File: src/design/fault_monitor_pkg.sv
// Shared register map, field layout and reset values for the LED sink fault monitor.
package fault_monitor_pkg;

    // =========================================================================
    // Register bus geometry.
    // =========================================================================
    localparam int ADDR_W = 8;
    localparam int DATA_W = 8;
    localparam int SINK_N = 7;

    // =========================================================================
    // Register offsets.
    // =========================================================================
    localparam logic [7:0] OFS_OPEN_FAULT_STATUS  = 8'hb0;
    localparam logic [7:0] OFS_SHORT_FAULT_STATUS = 8'hb1;
    localparam logic [7:0] OFS_FAULT_DETECT_EN    = 8'hb2;
    localparam logic [7:0] OFS_OVERVOLTAGE_SEL    = 8'hb3;
    localparam logic [7:0] OFS_LIVE_FAULTS        = 8'hb4;
    localparam logic [7:0] OFS_BOOST_STATE        = 8'hb5;

    // =========================================================================
    // Sink bit positions inside both status bytes.
    // =========================================================================
    localparam int BIT_HIGH_VOLTAGE_STRING_ONE = 0;
    localparam int BIT_HIGH_VOLTAGE_STRING_TWO = 1;
    localparam int BIT_INDICATOR_SINK_ONE      = 2;
    localparam int BIT_INDICATOR_SINK_FIVE     = 6;

    // =========================================================================
    // Fault enable fields and reset values.
    // =========================================================================
    localparam int BIT_OPEN_EN  = 0;
    localparam int BIT_SHORT_EN = 1;
    localparam logic [1:0] FAULT_EN_RESET = 2'h0;

    // =========================================================================
    // Overvoltage threshold codes.
    // =========================================================================
    localparam logic [1:0] OVL_16V = 2'h0;
    localparam logic [1:0] OVL_24V = 2'h1;
    localparam logic [1:0] OVL_32V = 2'h2;
    localparam logic [1:0] OVL_40V = 2'h3;
    localparam logic [1:0] OVL_RESET = OVL_16V;

    // =========================================================================
    // Boost state readback fields.
    // =========================================================================
    localparam int BIT_BOOST_ON      = 0;
    localparam int BIT_BOOST_CURLIM  = 1;
    localparam int BIT_BOOST_OVHOLD  = 2;

endpackage : fault_monitor_pkg

File: src/design/boost_switch_gate.sv
// Boost power-switch gating by the peak current limit and the overvoltage threshold.
`timescale 1ns/1ns
`default_nettype none

module boost_switch_gate (
    input  wire logic clock,
    input  wire logic sys_rst,
    input  wire logic hardware_enable_pin,
    input  wire logic switch_request,
    input  wire logic period_start,
    input  wire logic peak_current_hit,
    input  wire logic output_at_limit,
    input  wire logic output_below_hyst,
    output logic      switch_on,
    output logic      current_limited,
    output logic      overvoltage_held
);

    // =========================================================================
    // State.
    // =========================================================================
    typedef struct packed {
        logic cl_hold;
        logic ov_hold;
        logic sw_on;
    } gate_state_t;

    gate_state_t st_r;
    gate_state_t st_nxt;

    // =========================================================================
    // Next state.
    // =========================================================================
    // A limit hit in the same cycle as a new period wins, so the new period stays blocked.
    always_comb begin
        st_nxt = st_r;
        st_nxt.cl_hold = peak_current_hit | (st_r.cl_hold & ~period_start);
        st_nxt.ov_hold = output_at_limit | (st_r.ov_hold & ~output_below_hyst);
        st_nxt.sw_on   = switch_request & ~st_nxt.cl_hold & ~st_nxt.ov_hold;
        if (!hardware_enable_pin) begin
            st_nxt = '0;
        end
    end

    // Register the whole state.
    always_ff @(posedge clock or posedge sys_rst) begin
        if (sys_rst) begin
            st_r <= '0;
        end else begin
            st_r <= st_nxt;
        end
    end

    assign switch_on        = st_r.sw_on;
    assign current_limited  = st_r.cl_hold;
    assign overvoltage_held = st_r.ov_hold;

endmodule : boost_switch_gate

`default_nettype wire

File: src/design/led_sink_fault_monitor.sv
// Fault readback registers, detection enables and boost gating for the LED sink driver.
//
// Contract
// Open status byte: bit0-1 high-voltage strings, bits2-6 indicator sinks, bit7 zero.
// An open flag reads 0 normally and 1 once an open was detected.
// Short status byte uses the same bit mapping, bit7 zero.
// A short flag reads 0 normally and 1 once a short was detected.
// Enable bit1 gates short detection, reset value disabled.
// Enable bit0 gates open detection, reset value disabled; bits7-2 unused.
// Peak current limit holds the switch off for the rest of the period.
// Overvoltage holds the switch off until output falls below hysteresis.
// Overvoltage threshold selects 16/24/32/40 V, defaults 16 V after any reset.
// Host raises the threshold after reset for strings over four LEDs.
// A disabled fault type never sets flags, so they read 0.
//
// Chosen here: the strobed register port.
`timescale 1ns/1ns
`default_nettype none

module led_sink_fault_monitor (
    input  wire logic        clock,
    input  wire logic        sys_rst,
    input  wire logic        hardware_enable_pin,
    input  wire logic [7:0]  reg_addr,
    input  wire logic [7:0]  reg_wdata,
    input  wire logic        reg_wr,
    input  wire logic        reg_rd,
    output logic      [7:0]  reg_rdata,
    input  wire logic [6:0]  open_detect,
    input  wire logic [6:0]  short_detect,
    input  wire logic        switch_request,
    input  wire logic        period_start,
    input  wire logic        peak_current_hit,
    input  wire logic        output_at_limit,
    input  wire logic        output_below_hyst,
    output logic             boost_switch_on,
    output logic      [1:0]  overvoltage_limit_sel
);

    // =========================================================================
    // Register index decode.
    // =========================================================================
    typedef enum {
        REG_NONE,
        REG_OPEN,
        REG_SHORT,
        REG_EN,
        REG_OVL,
        REG_LIVE,
        REG_BOOST
    } reg_sel_t;

    // Shared by the write path and the read path so both agree on the map.
    function automatic reg_sel_t decode(input logic [7:0] addr);
        reg_sel_t sel;
        case (addr)
            fault_monitor_pkg::OFS_OPEN_FAULT_STATUS: begin
                sel = REG_OPEN;
            end
            fault_monitor_pkg::OFS_SHORT_FAULT_STATUS: begin
                sel = REG_SHORT;
            end
            fault_monitor_pkg::OFS_FAULT_DETECT_EN: begin
                sel = REG_EN;
            end
            fault_monitor_pkg::OFS_OVERVOLTAGE_SEL: begin
                sel = REG_OVL;
            end
            fault_monitor_pkg::OFS_LIVE_FAULTS: begin
                sel = REG_LIVE;
            end
            fault_monitor_pkg::OFS_BOOST_STATE: begin
                sel = REG_BOOST;
            end
            default: begin
                sel = REG_NONE;
            end
        endcase
        return sel;
    endfunction : decode

    // Detector qualification, used for both fault types.
    function automatic logic [6:0] qualify(input logic [6:0] det, input logic en);
        return en ? det : 7'h00;
    endfunction : qualify

    // =========================================================================
    // State.
    // =========================================================================
    typedef struct packed {
        logic [6:0] open_flags;
        logic [6:0] short_flags;
        logic       open_en;
        logic       short_en;
        logic [1:0] ovl_sel;
        logic [7:0] rdata;
    } mon_state_t;

    mon_state_t st_r;
    mon_state_t st_nxt;

    reg_sel_t   wr_sel;
    reg_sel_t   rd_sel;
    logic [6:0] open_q;
    logic [6:0] short_q;
    logic [6:0] open_set;
    logic [6:0] short_set;
    logic [6:0] open_clr;
    logic [6:0] short_clr;
    logic       gate_cl;
    logic       gate_ov;

    assign wr_sel = reg_wr ? decode(reg_addr) : REG_NONE;
    assign rd_sel = reg_rd ? decode(reg_addr) : REG_NONE;

    // Qualified detector words; a bit-select of a call result is not legal, so name them first.
    assign open_q  = qualify(open_detect, st_r.open_en);
    assign short_q = qualify(short_detect, st_r.short_en);

    // =========================================================================
    // Per-sink flag set and clear terms.
    // =========================================================================
    // Flags are sticky so a brief fault is not missed between polls; reading a status
    // byte clears it, but a detection in that same cycle still sets the flag.
    genvar g;
    generate
        for (g = 0; g < fault_monitor_pkg::SINK_N; g = g + 1) begin : g_sink
            assign open_set[g]  = open_q[g];
            assign short_set[g] = short_q[g];
            assign open_clr[g]  = (rd_sel == REG_OPEN) | ~st_r.open_en;
            assign short_clr[g] = (rd_sel == REG_SHORT) | ~st_r.short_en;
        end
    endgenerate

    // =========================================================================
    // Next state: flags, register writes and read data.
    // =========================================================================
    always_comb begin
        st_nxt = st_r;

        // Set wins over clear for every hardware-set flag.
        st_nxt.open_flags  = open_set | (st_r.open_flags & ~open_clr);
        st_nxt.short_flags = short_set | (st_r.short_flags & ~short_clr);

        // Writes; status registers are read-only and ignore writes.
        case (wr_sel)
            REG_EN: begin
                st_nxt.open_en  = reg_wdata[fault_monitor_pkg::BIT_OPEN_EN];
                st_nxt.short_en = reg_wdata[fault_monitor_pkg::BIT_SHORT_EN];
            end
            REG_OVL: begin
                st_nxt.ovl_sel = reg_wdata[1:0];
            end
            default: begin
            end
        endcase

        // Read data stands for one cycle only; unmapped addresses read zero.
        case (rd_sel)
            REG_OPEN: begin
                st_nxt.rdata = {1'b0, st_r.open_flags};
            end
            REG_SHORT: begin
                st_nxt.rdata = {1'b0, st_r.short_flags};
            end
            REG_EN: begin
                st_nxt.rdata = {6'h00, st_r.short_en, st_r.open_en};
            end
            REG_OVL: begin
                st_nxt.rdata = {6'h00, st_r.ovl_sel};
            end
            REG_LIVE: begin
                st_nxt.rdata = {1'b0, qualify(open_detect | short_detect, 1'b1)};
            end
            REG_BOOST: begin
                st_nxt.rdata = {5'h00, gate_ov, gate_cl, boost_switch_on};
            end
            default: begin
                st_nxt.rdata = 8'h00;
            end
        endcase

        // Dropping the hardware enable returns everything to defaults,
        // which is why the host must reprogram the threshold afterwards.
        if (!hardware_enable_pin) begin
            st_nxt.open_flags  = 7'h00;
            st_nxt.short_flags = 7'h00;
            st_nxt.open_en     = fault_monitor_pkg::FAULT_EN_RESET[fault_monitor_pkg::BIT_OPEN_EN];
            st_nxt.short_en    = fault_monitor_pkg::FAULT_EN_RESET[fault_monitor_pkg::BIT_SHORT_EN];
            st_nxt.ovl_sel     = fault_monitor_pkg::OVL_RESET;
        end
    end

    // =========================================================================
    // State register.
    // =========================================================================
    always_ff @(posedge clock or posedge sys_rst) begin
        if (sys_rst) begin
            st_r         <= '0;
            st_r.ovl_sel <= fault_monitor_pkg::OVL_RESET;
        end else begin
            st_r <= st_nxt;
        end
    end

    assign reg_rdata             = st_r.rdata;
    assign overvoltage_limit_sel = st_r.ovl_sel;

    // =========================================================================
    // Boost switch gating.
    // =========================================================================
    boost_switch_gate u_gate (
        .clock               (clock),
        .sys_rst             (sys_rst),
        .hardware_enable_pin (hardware_enable_pin),
        .switch_request      (switch_request),
        .period_start        (period_start),
        .peak_current_hit    (peak_current_hit),
        .output_at_limit     (output_at_limit),
        .output_below_hyst   (output_below_hyst),
        .switch_on           (boost_switch_on),
        .current_limited     (gate_cl),
        .overvoltage_held    (gate_ov)
    );

endmodule : led_sink_fault_monitor

`default_nettype wire

File: config.mk
export PLATFORM = sky130hd
export DESIGN_NAME = led_sink_fault_monitor
export DESIGN_NICKNAME = d
export VERILOG_FILES = /design/src/design/fault_monitor_pkg.sv /design/src/design/boost_switch_gate.sv /design/src/design/led_sink_fault_monitor.sv
export SDC_FILE = /design/constraint.sdc
export NUM_CORES = 1
export LEC_CHECK = 0
export ABC_CLOCK_PERIOD_IN_PS = 1350
export BUFFER_PORTS_ARGS = -buffer_cell sky130_fd_sc_hd__buf_2
export CORE_UTILIZATION = 35
export DETAILED_ROUTE_END_ITERATION = 6
export HOLD_SLACK_MARGIN = 0.15
export SYNTH_ARGS = -nofsm -noshare
export SYNTH_HDL_FRONTEND = slang
export SYNTH_SLANG_ARGS = --single-unit
File: constraint.sdc
create_clock -name clock -period 1.35 [get_ports clock]
set_input_delay 0.27 -clock clock [delete_from_list [all_inputs] [get_ports clock]]
set_output_delay 0.27 -clock clock [all_outputs]
set_load 0.005 [all_outputs]
After elaboration in Yosys (flattened, before gate mapping)
Cells that the tools add are included.
{ "word_totals": {"reg_bits": 29, "out_inout_bits": 11, "word_cells": 58} }
{ "op_classes": {"n_eq_ne": 18, "n_mux": 10, "bitwise": 21} }
{ "ops": {"columns": ["op", "n"], "rows": [
  ["$eq 32x3->1 const B", 5],
  ["$eq 32x2->1 const B", 4],
  ["$mux 32", 2],
  ["$eq 8x8->1 const B", 6],
  ["$pmux 7 s6", 1],
  ["$eq 32x1->1 const B", 1],
  ["$or 7x7->7", 3],
  ["$mux 18", 1],
  ["$pmux 3 s6", 1],
  ["$and 7x7->7", 2],
  ["$mux 7", 2],
  ["$not 7->7", 2],
  ["$not 1->1", 6],
  ["$and 1x1->1", 4],
  ["$mux 2", 2],
  ["$ne 2x1->1 const B", 2],
  ["$or 1x1->1", 4],
  ["$mux 3", 1]
]} }

Depth between registers and ports, before layout
Gate-level depths: netlist of the first run.
{ "depth": {"word_depth": 9, "depth_mapped": 6} }

Hierarchy
Synthesis of the first run repeated with hierarchy kept, for this count alone.
{ "hier_totals": {"cells_unflattened": 152, "area_unflattened_um2": 1532.7} }
{ "modules_own_cells": {"columns": ["module", "n_inst", "cells_per_inst", "area_per_inst_um2"], "rows": [
  ["led_sink_fault_monitor", 1, 142, 1395.1],
  ["boost_switch_gate", 1, 10, 137.6]
]} }

Worst setup path after synthesis of the first run
No wires, ideal clock.
{ "synth_timing": {"path_kind": "input to register", "from": "in reg_addr[3]", "to": "reg st_r, in the netlist overvoltage_limit_sel[0]", "t_arrival_ns": 1.319, "path_slack_ns": -0.095, "cell_stages": 4, "path_buffers": 0, "cell_sequence": "or3b_4 -> or4_4 -> nand3_1 -> o21ai_0"} }
{ "synth_via": {"elab_chain_cells": 5, "word_cells_on_any_way": 10, "cone_classes": "eq/ne: 8; mux: 2"} }
{ "synth_rtl": {"columns": ["item", "line", "source"], "rows": [
  ["start, declared", "led_sink_fault_monitor.sv:24", "input wire logic [7:0] reg_addr,"],
  ["$eq 8x8->1", "led_sink_fault_monitor.sv:56", "case (addr)"],
  ["$pmux 3 s6 (*)", "led_sink_fault_monitor.sv:56", null],
  ["$mux 32 (*)", "led_sink_fault_monitor.sv:113", "assign wr_sel = reg_wr ? decode(reg_addr) : REG_NONE;"],
  ["$eq 32x3->1 (*)", "led_sink_fault_monitor.sv:146", "case (wr_sel)"],
  ["$ne 2x1->1 (no source line) (*)", null, null],
  ["end signal, assigned", "led_sink_fault_monitor.sv:202", "st_r <= st_nxt;"],
  ["end, declared", "led_sink_fault_monitor.sv:99", "mon_state_t st_r;"]
]} }
Every way passes the cells marked *; elsewhere a longest branch is shown, timed or not.
A chain may end at the register's enable or synchronous reset.

==> results.md, run 1 <==
* Final setup margin at 0.0782 ns
* Num Clock Sinks at 28
* Top cells by area, synth: dfrtp_1 48%, o21ai_0 11%, nor2_1 6.2%
* Largest net degree at the start of global routing at 29
* Internal Power at 1.18 mW
* Final wirelength at 3270 um
* Critical path class: primary input to register
* Pleak at 0.887 nW
* Violated checks: DRC
* Synth warn at 0
* Synthesized net count at 206
* Clk pwr share at 34.1%
* Post-synth top area share at 48.0%
* IO Pins at 51
* Routed wire per std cell at 12.8 um
* Vias in the first global route at 1204
* Period minus WS final at 1.27 ns
* Clock buffer depth at 2
* Fmax at 786 MHz
* Sequential power share at 54.7%
* Seq/Total Area, Yosys at 48.0%
* Top cells by count, synth: 31 x o21ai_0, 28 x dfrtp_1, 24 x nor2_1
* Initial Util at 36.5%
* Max cap viols at 0
* CP Max Fanout at 3
* CTS buffer count at 3
* Synthesis-to-finish area growth at 22.2%
* Mapped cell area at 1460 sq um
* Critical path required time at 1.51 ns
* Reg-to-reg startpoint: st_r[13]
* Slew Limit Fails at 0
* GR Util All Layers at 16.1%
* Switching Share at 23.8%
* Layout cells sized above 1 at 32.5%
* Critical path capture point type: register
* Highest metal used: met4
* Status: finished with violations
* Gate power share at 11.2%
* Port buffer count at 43
* RR Endpoint: reg_rdata[1]
* Die X at 66.6 um
* Met1 Wirelength at 1610 um
* Via count at 1255
* Clock Latency Late Sink at 0.27 ns
* Cell taking the most area after synthesis: dfrtp_1
* Mapped Cells at 166
* Part of the cycle the worst path needs at 94.2%
* Die Ht at 66.6 um
* Post-route ant nets at 0
* Final core occ at 44.6%
* Routed vias/inst at 4.90
* Pre-CTS setup slack at -0.218 ns
* Initial antenna violation count at 0
* Primary FF master, synth: dfrtp_1
* Mean Syn Cell Area at 8.79 sq um
* Worst Hold Class: primary input to register
* Number of remaining DRC errors at 2
* Htree depth at 1
* Die Area at 4430 sq um
* # diodes at 0
* Met2 WL at 1540 um
* CTS tree: done
* RD Place Congestion at 0.871
* Worst reg2reg path depth at 4
* Reg clk slew, reported paths at 0.10 ns
* Root Buffer: clkbuf_8
* RSZ-0062 raised after global routing: false
* Critical path data arrival time at 1.43 ns
* Crit path capture: reg_rdata[1]
* Rows at 23
* Post-CTS setup buffers at 0
* Netlist cell types at 28
* Maximum VDD drop at 0.344 mV
* Startpoint types: primary input
* GR Overflow Total at 0
* Flop2flop setup slack at 0.31 ns
* Skew final at 0.00201 ns
* EDFF count, synth at 0
* Met3 Wirelength at 99 um
* Final Hold Fails at 0
* Power Density at 867 nW/um^2
* First-pass GRT wire length at 5440 um
* Detailed Place HPWL at 2400 um
* TNS Setup at 0 ns
* FF+latch count, synth at 28
* Fin nets at 247
* Drt initial violations at 22
* Async SR Flop Fraction at 100%
* First-pass DRT Iterations at 6
* Crit path from: reg_addr[3]
* Most instantiated library cell after synthesis: o21ai_0
* Psw at 0.367 mW
* Core footprint at 4000 sq um
* Setup-failing EPs final at 0
-- worst max-delay path, stage by stage --
cell	delay [ns]
buf_2	0.09
or3b_4	0.39
or3_1	0.38
o31ai_1	0.30
-- metrics by stage --
step | instances | power [mW] | hold WS [ns] | cell area [sq um]
global placement | 251 | 1.03 | 0.357 | 1710
finish | 256 | 1.55 | 0.240 | 1780
floorplan | 166 | 0.942 | 0.335 | 1470
global route | 256 | 1.61 | 0.257 | 1780
detailed placement | 251 | 1.03 | 0.351 | 1710
CTS | 256 | 1.57 | 0.234 | 1780
-- area by class of cell --
class                   instances  area (sq um)
well taps                      50          62.6
fillers                       394          2220
flip-flops and latches         28           701
multi-input cells             115           642
inverters                       4          15.0
repair buffers                 55           308
clock buffers                   4          55.1
-- registers in the layout, indices dropped and copies added, names as in the netlist --
name	count
st_r	16
reg_rdata	7
overvoltage_limit_sel	2
u_gate.current_limited	1
u_gate.overvoltage_held	1
u_gate.switch_on	1
-- timing repair --
item,CTS,global route
setup endpoints to repair,0,2
hold buffers,1,0
endpoints found under the hold margin,28,0
resized for setup,0,1
-- kinds of logic after synthesis --
kind of cell	after synthesis	synth area share (%)
compound gates	53	19.2
buf+inv	23	8.75
flops	28	48.0
other cells	1	0.257
simple gates	54	18.6
mux	7	5.15
-- per-layer routing --
metal | vias up | GRT usage [%]
met5 | - | 0
met4 | 0 | 5.32
met3 | 2 | 2.23
met2 | 22 | 26.1
met1 | 588 | 22.0
li1 | 643 | -
-- how the worst min path moves through the flow --
stage | startpoint | end | slack [ns] | depth (start not counted)
after floorplan | sys_rst | overvoltage_limit_sel[0] | 0.34 | 1
after global placement | sys_rst | reg_rdata[3] | 0.36 | 3
after detailed placement | sys_rst | reg_rdata[3] | 0.35 | 3
after CTS | reg_wdata[1] | st_r[10] | 0.23 | 3
after global routing | reg_wdata[1] | st_r[10] | 0.26 | 3
final | reg_wdata[1] | st_r[10] | 0.24 | 3
-- layout by cell type, fill, tap and decap left out, drive strengths merged, types with 3 or more instances in the layout --
cell type  Yosys  final
buf           12     54
o21ai         31     31
dfrtp         28     28
nor2          24     24
a21oi         16     16
nand2          6      6
nand3          5      5
mux2           4      4
inv            4      4
o31ai          4      4
clkbuf         7      4
nor2b          3      3
mux2i          3      3
nor3           3      3
-- power groups by stage --
stage          Combinational [mW]  Clock, mW  Sequential (mW)
6_report                    0.173      0.527            0.846
5_1_grt                     0.197      0.566            0.847
4_1_cts                     0.173      0.551            0.846
3_5_place_dp                0.171          0            0.863
3_3_place_gp                0.170          0            0.863
2_1_floorplan              0.0806          0            0.862
Power figures use the tool's default switching activity.
==> run 2: changes to the inputs <==
--- a/config.mk
+++ b/config.mk
@@ -10,6 +10,7 @@
 export CORE_UTILIZATION = 35
 export DETAILED_ROUTE_END_ITERATION = 6
 export HOLD_SLACK_MARGIN = 0.15
+export SETUP_SLACK_MARGIN = 0.5
 export SYNTH_ARGS = -nofsm -noshare
 export SYNTH_HDL_FRONTEND = slang
 export SYNTH_SLANG_ARGS = --single-unit
==> results.md, run 2 (same netlist as run 1, synthesis figures left out) <==
* Fmax at 774 MHz
* Pre-CTS setup slack at -0.256 ns
* Via count at 1305
* # diodes at 0
* Final Hold Fails at 0
* Part of the cycle the worst path needs at 95.7%
* Initial Util at 36.5%
* IO Pins at 51
* Core footprint at 4000 sq um
* Die Ht at 66.6 um
* Routed vias/inst at 5.02
* First-pass GRT wire length at 5660 um
* CTS buffer count at 3
* Die Area at 4430 sq um
* RSZ-0062 raised after global routing: true
* Post-route ant nets at 0
* Final wirelength at 3430 um
* Slew Limit Fails at 0
* Power Density at 893 nW/um^2
* Critical path data arrival time at 1.46 ns
* Setup-failing EPs final at 0
* Max reg flops at 16
* Reg-to-reg startpoint: st_r[13]
* Port buffer count at 43
* Pleak at 0.938 nW
* Critical path capture point type: register
* Reg clk slew, reported paths at 0.10 ns
* Skew final at 0.00514 ns
* Critical path class: primary input to register
* Die X at 66.6 um
* Initial antenna violation count at 0
* Maximum VDD drop at 0.446 mV
* Max cap viols at 0
* Final setup margin at 0.0586 ns
* Detailed Place HPWL at 2470 um
* Num Clock Sinks at 28
* CTS tree: done
* CP Max Fanout at 4
* Worst Hold Class: primary input to async pin
* Drt initial violations at 53
* Critical path required time at 1.52 ns
* Startpoint types: primary input
* Clock Latency Late Sink at 0.28 ns
* Largest net degree at the start of global routing at 29
* Number of remaining DRC errors at 0
* Root Buffer: clkbuf_8
* Layout cells sized above 1 at 38.1%
* Clock buffer depth at 2
* Vias in the first global route at 1252
* Period minus WS final at 1.29 ns
* GR Util All Layers at 16.9%
* Most common cell after layout, fill and taps aside: buf_2
* Status: complete, no violations
* First-pass DRT Iterations at 4
* Fin nets at 251
* RD Place Congestion at 0.862
* Final core occ at 47.8%
* Fillers at 385
* Crit path from: reg_addr[3]
* GR Overflow Total at 0
* Routed wire per std cell at 13.2 um
* Final hold slack at 0.0416 ns
* Commonest non-fill, non-tap cells in the layout: 42 x buf_2, 28 x dfrtp_1, 27 x o21ai_0
* Htree depth at 1
* Most flops, register: st_r
* Rows at 23
* Synthesis-to-finish area growth at 31.0%
run 2: cell type report:
class / count / area, sq um / area share, %
repair buffers: 59 / 362 / 18.9
inverters: 4 / 15.0 / 0.786
clock buffers: 3 / 41.3 / 2.16
well taps: 50 / 62.6 / 3.27
clock inverters: 1 / 30.0 / 1.57
flip-flops and latches: 28 / 701 / 36.7
multi-input cells: 115 / 699 / 36.6
run 2: final timing paths:
path / endpoint / slack (ns) / cells after the start
setup / recovery: overvoltage_limit_sel[1] / 0.06 / 5
hold / removal: reg_rdata[6] / 0.04 / 3
setup reg to reg: reg_rdata[1] / 0.25 / 4
hold reg to reg: u_gate.overvoltage_held / 0.56 / 2
max in group asynchronous: overvoltage_limit_sel[0] / 1.04 / 3
min in group clock: u_gate.overvoltage_held / 0.24 / 3
run 2: routing by layer:
metal,vias to the layer above,global-route usage [%],wire length (um)
met3,2,2.23,142
met5,-,0,0
met4,0,5.59,18
met2,28,27.1,1620
li1,656,-,-
met1,619,23.2,1650
run 2: metrics by stage:
step	area (sq um)	setup TNS (ns)	std cells	power [mW]
global route	1910	0	260	1.77
detailed placement	1720	-2.97	252	1.04
finish	1910	0	260	1.71
CTS	1820	0	257	1.71
floorplan	1470	-0.331	166	0.942
global placement	1720	-2.67	252	1.04
run 2: timing repair:
item                       in CTS  in global routing
gates resized for setup         5                 14
hold endpoints to repair       28                 28
setup buffers                   1                  3
setup endpoints to repair      35                 36
pin swaps                       2                  1
run 2: report_power, final:
part | switching (mW) | leakage [nW] | internal (mW)
Clock | 0.274 | 0.0357 | 0.397
Sequential | 0.00314 | 0.389 | 0.843
Combinational | 0.108 | 0.514 | 0.0800
run 2: worst max-delay path: stages:
cell     delay (ns)
buf_6          0.09
or3b_4         0.41
or4_4          0.52
nand3_1        0.10
o21ai_1        0.07
==> run 3: changes to the inputs <==
--- a/config.mk
+++ b/config.mk
@@ -5,7 +5,7 @@
 export SDC_FILE = /design/constraint.sdc
 export NUM_CORES = 1
 export LEC_CHECK = 0
-export ABC_CLOCK_PERIOD_IN_PS = 1350
+export ABC_CLOCK_PERIOD_IN_PS = 1200
 export BUFFER_PORTS_ARGS = -buffer_cell sky130_fd_sc_hd__buf_2
 export CORE_UTILIZATION = 35
 export DETAILED_ROUTE_END_ITERATION = 6
==> constraint.sdc (replaced) <==
create_clock -name clock -period 1.2 [get_ports clock]
set_input_delay 0.24 -clock clock [delete_from_list [all_inputs] [get_ports clock]]
set_output_delay 0.24 -clock clock [all_outputs]
set_load 0.005 [all_outputs]
==> results.md, run 3 (same netlist as run 1, synthesis figures left out) <==
* Final setup margin at -0.0779 ns
* Htree depth at 1
* Port buffer count at 43
* Drt initial violations at 60
* Final wirelength at 3450 um
* Reg clk slew, reported paths at 0.09 ns
* Die Area at 4430 sq um
* Fmax at 783 MHz
* Status: finished with violations
* Skew final at 0.00172 ns
* Reg-to-reg startpoint: st_r[25]
* Critical path capture point type: register
* Clock buffer depth at 2
* RD Place Congestion at 0.783
* Vias in the first global route at 1262
* CP Max Fanout at 4
* CTS tree: done
* RR Endpoint: reg_rdata[6]
* Number of remaining DRC errors at 0
* Gate power share at 13.1%
* Rows at 23
* TNS Setup at -0.174 ns
* Final core occ at 49.4%
* GR Overflow Total at 0
* Via count at 1312
* Worst Hold Class: primary input to async pin
* Largest net degree at the start of global routing at 29
* Worst reg2reg path depth at 3
* Commonest non-fill, non-tap cells in the layout: 41 x buf_2, 28 x dfrtp_1, 27 x o21ai_0
* Maximum VDD drop at 0.371 mV
* Final Hold Fails at 0
* Max reg flops at 16
* Initial antenna violation count at 0
* Detailed Place HPWL at 2500 um
* Worst-margin pin slew at 0.609 ns
* Post-route ant nets at 0
* Die Ht at 66.6 um
* Clock Latency Late Sink at 0.27 ns
* RSZ-0062 raised after global routing: true
* Switching Share at 23.9%
* Max cap viols at 0
* Period minus WS final at 1.28 ns
* Filler-free cell count of the finished design at 262
* Fin nets at 253
* Setup-failing EPs final at 4
* IO Pins at 51
* First-pass DRT Iterations at 4
* Critical path data arrival time at 1.45 ns
* Part of the cycle the worst path needs at 106%
* Psw at 0.421 mW
* Sequential power share at 54.0%
* Root Buffer: clkbuf_8
* Critical path class: primary input to register
* Power Density at 892 nW/um^2
* Core footprint at 4000 sq um
* Inst Count DP at 256
* Synthesis-to-finish area growth at 35.5%
* Die X at 66.6 um
* Critical path required time at 1.37 ns
* Pre-CTS setup slack at -0.346 ns
* Startpoint types: primary input
* Num Clock Sinks at 28
* Violated checks: setup timing
* CTS buffer count at 3
* Total power at 1.76 mW
* Pleak at 0.930 nW
* # diodes at 0
* Routed vias/inst at 5.01
* Internal Power at 1.34 mW
* Routed wire per std cell at 13.2 um
* Most flops, register: st_r
* Initial Util at 36.5%
* Relative slew slack at 59.3%
* Flop2flop setup slack at 0.12 ns
* First-pass GRT wire length at 5660 um
* Layout cells sized above 1 at 47.2%
* Slew Limit Fails at 0
* Most common cell after layout, fill and taps aside: buf_2
* GR Util All Layers at 16.9%
* Clk pwr share at 32.9%
-- run 3: cell count changes in the layout (fill, tap and decap cells not counted), sizes merged --
cell      delta
clkbuf       +1
inv          -1
bufinv       -1
buf          +2
clkinvlp     +1
-- run 3: cell type report --
type / count / area, sq um
flip-flops and latches: 28 / 701
fillers: 379 / 2020
repair buffers: 61 / 374
clock buffers: 4 / 55.1
well taps: 50 / 62.6
multi-input cells: 115 / 766
inverters: 4 / 18.8
-- run 3: repair_timing --
item,in CTS,in global routing
gates resized for setup,28,8
buffers inserted,0,2
pin swaps,4,4
setup endpoints to repair,37,38
gates cloned,0,0
endpoints found under the hold margin,28,28
-- run 3: critical path, cell delays in order --
cell and delay, ns:
buf_6 0.09, or3b_4 0.41, or4_4 0.59, nand3_2 0.07, o21ai_1 0.05
-- run 3: through the flow --
stage	area, sq um	hold WS [ns]
2_1_floorplan	1490	0.143
3_3_place_gp	1760	0.348
3_5_place_dp	1760	0.350
4_1_cts	1930	0.0512
5_1_grt	1980	0.0629
6_report	1980	0.0224
-- run 3: per-layer routing --
layer,global-route usage [%],up-vias,share of wire [%]
met5,0,-,0
met4,4.79,0,0.46
met3,1.88,2,4.3
met2,28.4,29,50
met1,22.7,621,46
li1,-,660,-
-- run 3: worst max path at each step --
stage                start                  endpoint  slack (ns)
2_1_floorplan  reg_addr[3]  overvoltage_limit_sel[0]       -0.21
3_3_place_gp   reg_addr[3]  overvoltage_limit_sel[0]       -0.33
3_5_place_dp   reg_addr[3]  overvoltage_limit_sel[0]       -0.35
4_1_cts        reg_addr[3]  overvoltage_limit_sel[0]       -0.05
5_1_grt        reg_addr[6]  overvoltage_limit_sel[1]       -0.10
6_report       reg_addr[6]  overvoltage_limit_sel[0]       -0.08
-- run 3: power groups by stage --
stage,logic [mW],registers (mW),clock network [mW]
after detailed placement,0.207,0.972,0
after floorplan,0.0929,0.970,0
final,0.230,0.953,0.580
after global placement,0.208,0.972,0
after global routing,0.256,0.954,0.635
after CTS,0.226,0.953,0.596
